`config.mk`:
```
export PLATFORM = sky130hd
export DESIGN_NAME = acm_ctrl
export DESIGN_NICKNAME = d
export VERILOG_FILES = /design/src/common/acm_pkg.sv /design/src/hw/acm_clk_div.sv /design/src/hw/acm_ctrl.sv
export VERILOG_INCLUDE_DIRS = /design/src /design/src/common
export SDC_FILE = /design/constraint.sdc
export NUM_CORES = 1
export LEC_CHECK = 0
export ABC_AREA = 1
export BUFFER_PORTS_ARGS = -buffer_cell sky130_fd_sc_hd__buf_2
export CAP_MARGIN = 20
export CORE_MARGIN = 2
export CORE_UTILIZATION = 30
export DETAILED_ROUTE_END_ITERATION = 8
export PLACE_DENSITY = 0.48
export SLEW_MARGIN = 20
export SYNTH_ARGS = -nofsm -noshare
export SYNTH_HDL_FRONTEND = slang
export SYNTH_SLANG_ARGS = --single-unit
```
`constraint.sdc`:
```
create_clock -name sys_clk_i -period 4.9 [get_ports sys_clk_i]
set_clock_uncertainty 0.15 [all_clocks]
set_input_delay 0.245 -clock sys_clk_i [delete_from_list [all_inputs] [get_ports sys_clk_i]]
set_output_delay 0.245 -clock sys_clk_i [all_outputs]
set_load 0.03 [all_outputs]
```
`src/common/acm_params.svh`:
```
// Constants for the converter control block: field positions, widths, timing.
// Assumes inclusion by the package, the design files, the checker and the bench, nothing else.
`ifndef ACM_PARAMS_SVH
`define ACM_PARAMS_SVH
`define ACM_CHAN_W 5
`define ACM_MODE_W 4
`define ACM_DIV_W 8
`define ACM_STC_W 8
`define ACM_RES_W 12
`define ACM_CNT_W 10
`define ACM_MODE_RES_HI 1
`define ACM_MODE_RES_LO 0
`define ACM_MODE_NOPWRDN_BIT 2
`define ACM_MODE_NOCAL_BIT 3
`define ACM_RES_CODE_10 2'h0
`define ACM_RES_CODE_12 2'h1
`define ACM_RES_CODE_8 2'h2
`define ACM_BITS_8 10'h008
`define ACM_BITS_10 10'h00A
`define ACM_BITS_12 10'h00C
`define ACM_CLK_DIV_MULT 10'h004
`define ACM_SAMPLE_BASE 10'h002
`define ACM_CAL_CYCLES 10'h002
`define ACM_CHAN_SUPPLY 5'h00
`define ACM_CHAN_INT_TEMP 5'h1F
`define ACM_QUAD_COUNT 4'hA
`define ACM_ANALOG_W 32
`endif

```
`src/common/acm_pkg.sv`:
```
// Types shared by the converter control block files.
// Assumes acm_params.svh is found on the include path.
`include "acm_params.svh"
package acm_pkg;
  typedef logic [`ACM_CHAN_W-1:0] acm_chan_type;
  typedef logic [`ACM_MODE_W-1:0] acm_mode_type;
  typedef logic [`ACM_DIV_W-1:0] acm_div_type;
  typedef logic [`ACM_STC_W-1:0] acm_stc_type;
  typedef logic [`ACM_RES_W-1:0] acm_result_type;
  typedef enum logic [2:0] {ACM_IDLE, ACM_SAMPLE, ACM_DISTRIB, ACM_CAL, ACM_DONE} acm_state_type;
endpackage

```
`src/hw/acm_clk_div.sv`:
```
// Converter-clock enable generator: counts system clocks and pulses once per period.
// Assumes the divider value comes from logic on the same clock.
`timescale 1ns/10ps
`default_nettype none
`include "acm_params.svh"
module acm_clk_div (
  // Clock and reset
  input wire logic sys_clk_i,
  input wire logic rst_b_i,
  // Divider control
  input wire acm_pkg::acm_div_type clock_divider_control_i,
  input wire logic restart_i,
  // Converter clock enable, kept internal
  output logic converter_clock_en_o
);
  import acm_pkg::*;
  logic [`ACM_CNT_W:0] cnt_r;
  logic [`ACM_CNT_W:0] cnt_nxt;
  logic [`ACM_CNT_W:0] last;
  acm_div_type div_seen_r;
  logic en_r;
  logic en_nxt;

  // Period is four times one plus the divider, counted in system clocks.
  assign last = `ACM_CLK_DIV_MULT * ({3'h0, clock_divider_control_i} + 11'h001) - 11'h001;

  always_comb begin
    cnt_nxt = cnt_r + 11'h001;
    en_nxt = 1'b0;
    if (restart_i || (div_seen_r != clock_divider_control_i)) begin
      cnt_nxt = '0;
    end else if (cnt_r >= last) begin
      cnt_nxt = '0;
      en_nxt = 1'b1;
    end
  end

  always_ff @(posedge sys_clk_i or negedge rst_b_i) begin
    if (!rst_b_i) begin
      cnt_r <= '0;
      en_r <= 1'b0;
      div_seen_r <= '0;
    end else begin
      cnt_r <= cnt_nxt;
      en_r <= en_nxt;
      div_seen_r <= clock_divider_control_i;
    end
  end

  assign converter_clock_en_o = en_r;
endmodule
`default_nettype wire

```
`src/hw/acm_ctrl.sv`:
```
// Converter control: channel decode, mode, reference, clock divider and sequencing.
// Assumes control inputs arrive from fabric logic, possibly unrelated timing.
// Summary of operation
// Five-bit value n selects channel n.
// Thirty-two channels; thirty user, two internal.
// Channel 0 converts internal core supply.
// Channel 31 converts internal temperature diode.
// Quad k on channels 3k+1..3k+3.
// Internal channels fixed regardless of quads.
// Caller strobes internal temperature diode itself.
// Power-down input gates only comparators.
// Mode low bits: 10, 12, 8 bit.
// 8-bit result upper bits, low four zero.
// 10-bit result upper bits, low two zero.
// Mode bit 3 low adds two-cycle calibration.
// Mode bit 2 low powers down after conversion.
// Reference select: internal driven out, or external.
// Converter period four times one plus divider.
// Caller keeps converter clock 0.5 to 10 MHz.
// Converter clock never leaves the block.
// All control inputs synchronized to system clock.
// Start strobe captured on rising clock edge.
// Start strobe lasts exactly one clock.
// Sample, busy, result-valid sequencing with result.
// Sample phase lasts two plus sample-time cycles.
// Distribution takes one cycle per result bit.
// Settings captured at start, held through conversion.
// Divider counter restarts when divider changes.
`timescale 1ns/10ps
`default_nettype none
`include "acm_params.svh"
module acm_ctrl (
  // Clock and reset
  input wire logic sys_clk_i,
  input wire logic rst_b_i,
  // Control inputs from fabric
  input wire logic conversion_start_strobe_i,
  input wire acm_pkg::acm_chan_type channel_select_i,
  input wire acm_pkg::acm_mode_type conversion_mode_config_i,
  input wire logic reference_source_sel_i,
  input wire acm_pkg::acm_div_type clock_divider_control_i,
  input wire acm_pkg::acm_stc_type sample_time_control_i,
  input wire logic comparator_power_down_i,
  input wire logic internal_temp_strobe_i,
  // Comparator data bit from the analog array, one per distribution cycle
  input wire logic comparator_bit_i,
  // Status to fabric
  output logic sample_o,
  output logic busy_o,
  output logic result_valid_o,
  output acm_pkg::acm_result_type result_o,
  // Analog front-end controls
  output logic [`ACM_ANALOG_W-1:0] mux_select_onehot_o,
  output logic supply_monitor_sel_o,
  output logic int_temp_diode_sel_o,
  output logic [`ACM_QUAD_COUNT-1:0] quad_voltage_input_sel_o,
  output logic [`ACM_QUAD_COUNT-1:0] quad_current_input_sel_o,
  output logic [`ACM_QUAD_COUNT-1:0] quad_temperature_input_sel_o,
  output logic int_temp_strobe_o,
  output logic comparator_enable_o,
  output logic converter_powered_o,
  output logic calibrating_o,
  output logic internal_ref_drive_o,
  output logic external_ref_sel_o
);
  import acm_pkg::*;

  // ----------------------------------------
  // Input synchronizers
  // ----------------------------------------
  // Fabric inputs are treated as asynchronous, so each goes through two flops.
  localparam int SYNC_W = 1 + `ACM_CHAN_W + `ACM_MODE_W + 1 + `ACM_DIV_W + `ACM_STC_W + 1 + 1 + 1;
  logic [SYNC_W-1:0] sync1_r;
  logic [SYNC_W-1:0] sync2_r;
  logic start_s;
  logic start_d_r;
  acm_chan_type chan_s;
  acm_mode_type mode_s;
  logic ref_s;
  acm_div_type div_s;
  acm_stc_type stc_s;
  logic pwrdn_s;
  logic tstrb_s;
  logic cbit_s;

  always_ff @(posedge sys_clk_i or negedge rst_b_i) begin
    if (!rst_b_i) begin
      sync1_r <= '0;
      sync2_r <= '0;
      start_d_r <= 1'b0;
    end else begin
      sync1_r <= {conversion_start_strobe_i, channel_select_i, conversion_mode_config_i,
                  reference_source_sel_i, clock_divider_control_i, sample_time_control_i,
                  comparator_power_down_i, internal_temp_strobe_i, comparator_bit_i};
      sync2_r <= sync1_r;
      start_d_r <= start_s;
    end
  end

  assign {start_s, chan_s, mode_s, ref_s, div_s, stc_s, pwrdn_s, tstrb_s, cbit_s} = sync2_r;

  // A one-clock strobe becomes one rising edge; a held-high strobe starts only once.
  logic start_evt;
  assign start_evt = start_s && !start_d_r;

  // ----------------------------------------
  // Conversion sequencer
  // ----------------------------------------
  acm_state_type state_r, state_nxt;
  acm_chan_type chan_r, chan_nxt;
  acm_mode_type mode_r, mode_nxt;
  logic ref_r, ref_nxt;
  acm_div_type div_r, div_nxt;
  acm_stc_type stc_r, stc_nxt;
  logic [`ACM_CNT_W-1:0] cnt_r, cnt_nxt;
  acm_result_type shift_r, shift_nxt;
  acm_result_type result_r, result_nxt;
  logic valid_r, valid_nxt;
  logic powered_r, powered_nxt;
  logic [`ACM_CNT_W-1:0] nbits;
  logic [`ACM_CNT_W-1:0] sample_len;
  logic cclk_en;
  logic [1:0] res_code;

  acm_clk_div u_clk_div (
    .sys_clk_i(sys_clk_i),
    .rst_b_i(rst_b_i),
    .clock_divider_control_i(div_nxt),
    .restart_i(start_evt),
    .converter_clock_en_o(cclk_en)
  );

  assign res_code = mode_r[`ACM_MODE_RES_HI:`ACM_MODE_RES_LO];

  always_comb begin
    unique case (res_code)
      `ACM_RES_CODE_12: nbits = `ACM_BITS_12;
      `ACM_RES_CODE_8: nbits = `ACM_BITS_8;
      default: nbits = `ACM_BITS_10;
    endcase
  end

  assign sample_len = `ACM_SAMPLE_BASE + {2'h0, stc_r};

  always_comb begin
    state_nxt = state_r;
    chan_nxt = chan_r;
    mode_nxt = mode_r;
    ref_nxt = ref_r;
    div_nxt = div_r;
    stc_nxt = stc_r;
    cnt_nxt = cnt_r;
    shift_nxt = shift_r;
    result_nxt = result_r;
    valid_nxt = valid_r;
    powered_nxt = powered_r;
    if (start_evt) begin
      // A new start drops any conversion in flight.
      state_nxt = ACM_SAMPLE;
      chan_nxt = chan_s;
      mode_nxt = mode_s;
      ref_nxt = ref_s;
      div_nxt = div_s;
      stc_nxt = stc_s;
      cnt_nxt = '0;
      shift_nxt = '0;
      valid_nxt = 1'b0;
      powered_nxt = 1'b1;
    end else if (cclk_en) begin
      unique case (state_r)
        ACM_IDLE, ACM_DONE: begin
          state_nxt = state_r;
        end
        ACM_SAMPLE: begin
          if (cnt_r + 10'h001 >= sample_len) begin
            state_nxt = ACM_DISTRIB;
            cnt_nxt = '0;
          end else begin
            cnt_nxt = cnt_r + 10'h001;
          end
        end
        ACM_DISTRIB: begin
          shift_nxt = {shift_r[`ACM_RES_W-2:0], cbit_s};
          if (cnt_r + 10'h001 >= nbits) begin
            cnt_nxt = '0;
            state_nxt = mode_r[`ACM_MODE_NOCAL_BIT] ? ACM_DONE : ACM_CAL;
          end else begin
            cnt_nxt = cnt_r + 10'h001;
          end
        end
        ACM_CAL: begin
          if (cnt_r + 10'h001 >= `ACM_CAL_CYCLES) begin
            cnt_nxt = '0;
            state_nxt = ACM_DONE;
          end else begin
            cnt_nxt = cnt_r + 10'h001;
          end
        end
        default: begin
          state_nxt = ACM_IDLE;
        end
      endcase
    end
    // Result alignment and completion happen the cycle the last phase ends.
    if (!start_evt && cclk_en && state_r != ACM_DONE && state_nxt == ACM_DONE) begin
      unique case (res_code)
        `ACM_RES_CODE_8: result_nxt = {shift_nxt[7:0], 4'h0};
        `ACM_RES_CODE_12: result_nxt = shift_nxt;
        default: result_nxt = {shift_nxt[9:0], 2'h0};
      endcase
      valid_nxt = 1'b1;
      powered_nxt = mode_r[`ACM_MODE_NOPWRDN_BIT];
    end
  end

  always_ff @(posedge sys_clk_i or negedge rst_b_i) begin
    if (!rst_b_i) begin
      state_r <= ACM_IDLE;
      chan_r <= '0;
      mode_r <= '0;
      ref_r <= 1'b0;
      div_r <= '0;
      stc_r <= '0;
      cnt_r <= '0;
      shift_r <= '0;
      result_r <= '0;
      valid_r <= 1'b0;
      powered_r <= 1'b0;
    end else begin
      state_r <= state_nxt;
      chan_r <= chan_nxt;
      mode_r <= mode_nxt;
      ref_r <= ref_nxt;
      div_r <= div_nxt;
      stc_r <= stc_nxt;
      cnt_r <= cnt_nxt;
      shift_r <= shift_nxt;
      result_r <= result_nxt;
      valid_r <= valid_nxt;
      powered_r <= powered_nxt;
    end
  end

  // ----------------------------------------
  // Channel decode and analog controls
  // ----------------------------------------
  logic [`ACM_ANALOG_W-1:0] onehot_nxt;
  logic [`ACM_QUAD_COUNT-1:0] qv_nxt, qc_nxt, qt_nxt;
  logic [`ACM_ANALOG_W-1:0] onehot_r;
  logic [`ACM_QUAD_COUNT-1:0] qv_r, qc_r, qt_r;
  logic sample_r, busy_r, sup_r, itemp_r, tstrb_r, comp_en_r, cal_r, iref_r, eref_r;

  genvar gi;
  generate
    for (gi = 0; gi < `ACM_ANALOG_W; gi = gi + 1) begin : g_chan
      assign onehot_nxt[gi] = (chan_r == acm_chan_type'(gi));
    end
    for (gi = 0; gi < `ACM_QUAD_COUNT; gi = gi + 1) begin : g_quad
      assign qv_nxt[gi] = onehot_nxt[3*gi+1];
      assign qc_nxt[gi] = onehot_nxt[3*gi+2];
      assign qt_nxt[gi] = onehot_nxt[3*gi+3];
    end
  endgenerate

  always_ff @(posedge sys_clk_i or negedge rst_b_i) begin
    if (!rst_b_i) begin
      onehot_r <= '0;
      qv_r <= '0;
      qc_r <= '0;
      qt_r <= '0;
      sample_r <= 1'b0;
      busy_r <= 1'b0;
      sup_r <= 1'b0;
      itemp_r <= 1'b0;
      tstrb_r <= 1'b0;
      comp_en_r <= 1'b0;
      cal_r <= 1'b0;
      iref_r <= 1'b0;
      eref_r <= 1'b0;
    end else begin
      onehot_r <= onehot_nxt;
      qv_r <= qv_nxt;
      qc_r <= qc_nxt;
      qt_r <= qt_nxt;
      sample_r <= (state_nxt == ACM_SAMPLE);
      busy_r <= (state_nxt == ACM_SAMPLE) || (state_nxt == ACM_DISTRIB) ||
                (state_nxt == ACM_CAL);
      sup_r <= (chan_r == `ACM_CHAN_SUPPLY);
      itemp_r <= (chan_r == `ACM_CHAN_INT_TEMP);
      tstrb_r <= tstrb_s;
      comp_en_r <= powered_nxt && !pwrdn_s;
      cal_r <= (state_nxt == ACM_CAL);
      iref_r <= !ref_r;
      eref_r <= ref_r;
    end
  end

  assign sample_o = sample_r;
  assign busy_o = busy_r;
  assign result_valid_o = valid_r;
  assign result_o = result_r;
  assign mux_select_onehot_o = onehot_r;
  assign supply_monitor_sel_o = sup_r;
  assign int_temp_diode_sel_o = itemp_r;
  assign quad_voltage_input_sel_o = qv_r;
  assign quad_current_input_sel_o = qc_r;
  assign quad_temperature_input_sel_o = qt_r;
  assign int_temp_strobe_o = tstrb_r;
  assign comparator_enable_o = comp_en_r;
  assign converter_powered_o = powered_r;
  assign calibrating_o = cal_r;
  assign internal_ref_drive_o = iref_r;
  assign external_ref_sel_o = eref_r;
endmodule
`default_nettype wire

```
==> results_dict.tcl <==
set metrics [dict create \
    timing.final.hold_violations 0 \
    clk_pin_slew_ns 0.09 \
    ys_ff_latch 177 \
    initial_utilization 0.306 \
    grt_max_degree 103 \
    grt_usage 0.122 \
    die_h_um 164 \
    period_share 0.758 \
    synth_edf_count 0 \
    cp_top_family "simple AND/OR/NAND/NOR gates" \
    dr.first_iter.drc_count 406 \
    die_area_sq_um 27000 \
    p_int_mw 2.39 \
    post_dp_cell_area_sq_um 8420 \
    ys_warn_count 0 \
    reg2reg_depth 16 \
    gp_congestion 0.756 \
    final_common_cell "dfrtp_1" \
    die_x_um 164 \
    syn_area_sq_um 7720 \
    status "complete, no violations" \
    htreeDepth 4 \
    synth_cell_types 46 \
    tightest_slew_ns 0.721 \
    first_global_vias 5158 \
    power.switching_mw 1.03 \
    fmax_ghz 0.269 \
    hold_buffers 31 \
    layout_common_cells "dfrtp_1 (177), nand2_1 (140), buf_2 (115)" \
    io_pins 117 \
    tritoncts "built" \
    dr.pass1.iters 5 \
    multi_input_area_sq_um 2630 \
    timing.final.crit_period_ns 3.72 \
    synth.top_cell.area_share 0.573 \
    p_leak_nw 4.77 \
    fin_setup_tns_ns 0 \
    yosysSeqAreaShare 0.573 \
    fin_cells 1250 \
    cts_buffers 17 \
    peakVddDrop_mv 0.170 \
    fillers 2530 \
    routed_wirelength_um 15900 \
    holdCritPathClass "reg -> reg" \
    grt_overflow 0 \
    max_slew_margin 0.519 \
    cp_common_cell "ha_1" \
    crit_slowest_cell "or2_2" \
    finalSetupViolations 0 \
    clk_path_buf_depth 2 \
    nets 964 \
    antenna_found_initial 0 \
    num_rows 58 \
    drc 0 \
    worstHoldEndpoint "sync2_r[11]" \
    hold_path_startpoint "sync1_r[11]" \
    diodes 0 \
    power_density_nw_per_um2 365 \
    routedWlPerCell_um 12.7 \
    p_seq_frac 0.466 \
    timing.rr.end "u_clk_div.cnt_r[5]" \
    cts.sinks 177 \
    dp_cells 1187 \
    worstSetupPathType "reg -> reg" \
    ys_top_cells_by_area "dfrtp_1 (57%), nand2_1 (6.8%), nor2_1 (4.4%), ha_1 (4.0%), inv_1 (3.6%)" \
    layout-drive-gt1-share 0.237 \
    async_reset_ff_frac 1.00 \
    cp.required_ns 5.10 \
    cts-resized-gates 0 \
    hold_ws_ns 0.197 \
    ff_latch_area_sq_um 4430 \
    yosys.area.top_type "dfrtp_1" \
    rrSetupSlack_ns 1.18 \
    p_comb_frac 0.111 \
    rsz0062_at_grt "no" \
    max_stage_delay_ns 0.40 \
    maxSlewViolCount 0 \
    postCtsSetupRepairBufs 0 \
    crit_buf_inv 1 \
    detail_route.vias_per_cell 4.32 \
    grt_pass1_wl_um 25700 \
    dp_hpwl_um 10800 \
    end_kind "flip-flop" \
    whs_path_depth 0 \
    final_cell_area_sq_um 9370 \
    cp_max_fo 14 \
    reg2reg_from "start_d_r" \
    clk_latency_ns 0.44 \
    vias 5402 \
    switching_share 0.302 \
    cp_cell_sequence "clkinv_1, nand2_2, o21ai_1, ha_1, xor2_1, nor3_1, nand3_1, nand3b_1, xnor2_1, ha_1, nand2_1, nor2_1, a211oi_1, nand4_1, or2_2, nor3b_1" \
    port_buffers 116 \
    ant_nets 0 \
    syn2layout_area_growth_pct 21.3 \
    clockPowerShare 0.423 \
    yosys_most_used_dff "dfrtp_1" \
    core-area_sq_um 25300 \
    critical_path_arrival_ns 3.91 \
    avgSynthCellArea_sq_um 9.84 \
    synthCells 785 \
    startpoint_type "flip-flop" \
    syn_nets 842 \
    cap_viol_max_count 0 \
    root_buffer "clkbuf_16" \
]
## area by class of cell
cell class,instances,area share
clock buffers,17,0.0454
clock inverters,15,0.0230
inverters,85,0.0343
multi-input cells,476,0.281
flip-flops and latches,177,0.473
well taps,330,0.0441
repair buffers,150,0.0995
## kinds of logic (layout without fill, tap and decap cells)
| kind of cell | Yosys count | count (layout) | share of synthesized area |
|---|---|---|---|
| flops | 177 | 177 | 0.573 |
| fa+ha+maj | 25 | 25 | 0.0405 |
| simple gates | 354 | 354 | 0.213 |
| compound gates | 77 | 77 | 0.0635 |
| mux | 1 | 1 | 0.00130 |
| buf+inv | 132 | 267 | 0.0859 |
| xor+xnor | 19 | 19 | 0.0225 |
## worst max path at each step
stage                                     to       from  depth (start not counted)
after CTS                 u_clk_div.cnt_r[5]  start_d_r                         16
final                     u_clk_div.cnt_r[5]  start_d_r                         16
after floorplan           u_clk_div.cnt_r[8]  start_d_r                         19
after detailed placement  u_clk_div.cnt_r[5]  start_d_r                         16
after global placement    u_clk_div.cnt_r[5]  start_d_r                         16
after global routing      u_clk_div.cnt_r[8]  start_d_r                         17
## sequential cells by signal, summed over array words and instances, names as in the netlist, 3 cells and up
signal and cells:
result_o 12, chan_r 5, stc_r 8, sync2_r 30
u_clk_div.cnt_r 11, sync1_r 30, cnt_r 10, u_clk_div.div_seen_r 8
quad_current_input_sel_o 9, shift_r 12, state_r 3, quad_temperature_input_sel_o 9
quad_voltage_input_sel_o 9, mux_select_onehot_o 4, mode_r 4
## power by group through the flow
stage          sequential (mW)  combinational (mW)  clock (mW)
3_3_place_gp              1.62               0.367           0
2_1_floorplan             1.63               0.237           0
5_1_grt                   1.61               0.433        1.56
4_1_cts                   1.59               0.388        1.50
3_5_place_dp              1.62               0.367           0
6_report                  1.59               0.380        1.45
## Yosys cell counts (all sizes together), types with 2 or more instances
cell type and number:
xnor2 9, o211ai 2, nor2 99, nand4 14
nand3 41, ha 25, clkinv 4, o21bai 3
nand2 162, o22ai 10, clkbuf 10, nand3b 4
xor2 10, dfrtp 177, o21ai 41, buf 37
a21oi 14, a221oi 4, or3 2, inv 81
nor3b 2, nor3 24, or2 4
## routing by layer
layer | routed length (um) | vias up | share of wire | GRT usage
li1 | - | 2735 | - | -
met1 | 7500 | 2568 | 0.47 | 0.161
met2 | 7680 | 83 | 0.48 | 0.200
met3 | 484 | 16 | 0.030 | 0.0259
met4 | 209 | 0 | 0.013 | 0.0379
met5 | 0 | - | 0 | 0
## per-stage QoR
stage / setup WS (ns) / power (mW) / util
after floorplan: 1.42 / 1.87 / -
after global placement: 1.23 / 1.99 / 0.333
after detailed placement: 1.18 / 1.99 / 0.333
after CTS: 1.15 / 3.48 / 0.371
after global routing: 0.814 / 3.60 / 0.371
final: 1.18 / 3.42 / 0.371
## worst reg2reg max path: cells and delay by family, from the launching register on
kind                     cells  cell delay, ns
buffers and inverters        1            0.05
AND/OR/NAND/NOR              9            1.67
XOR/XNOR                     2            0.24
AO/OA/AOI/OAI                2            0.58
adder cells (fa/ha/maj)      2            0.57
flip-flops                   1            0.37
Power figures use the tool's default switching activity.
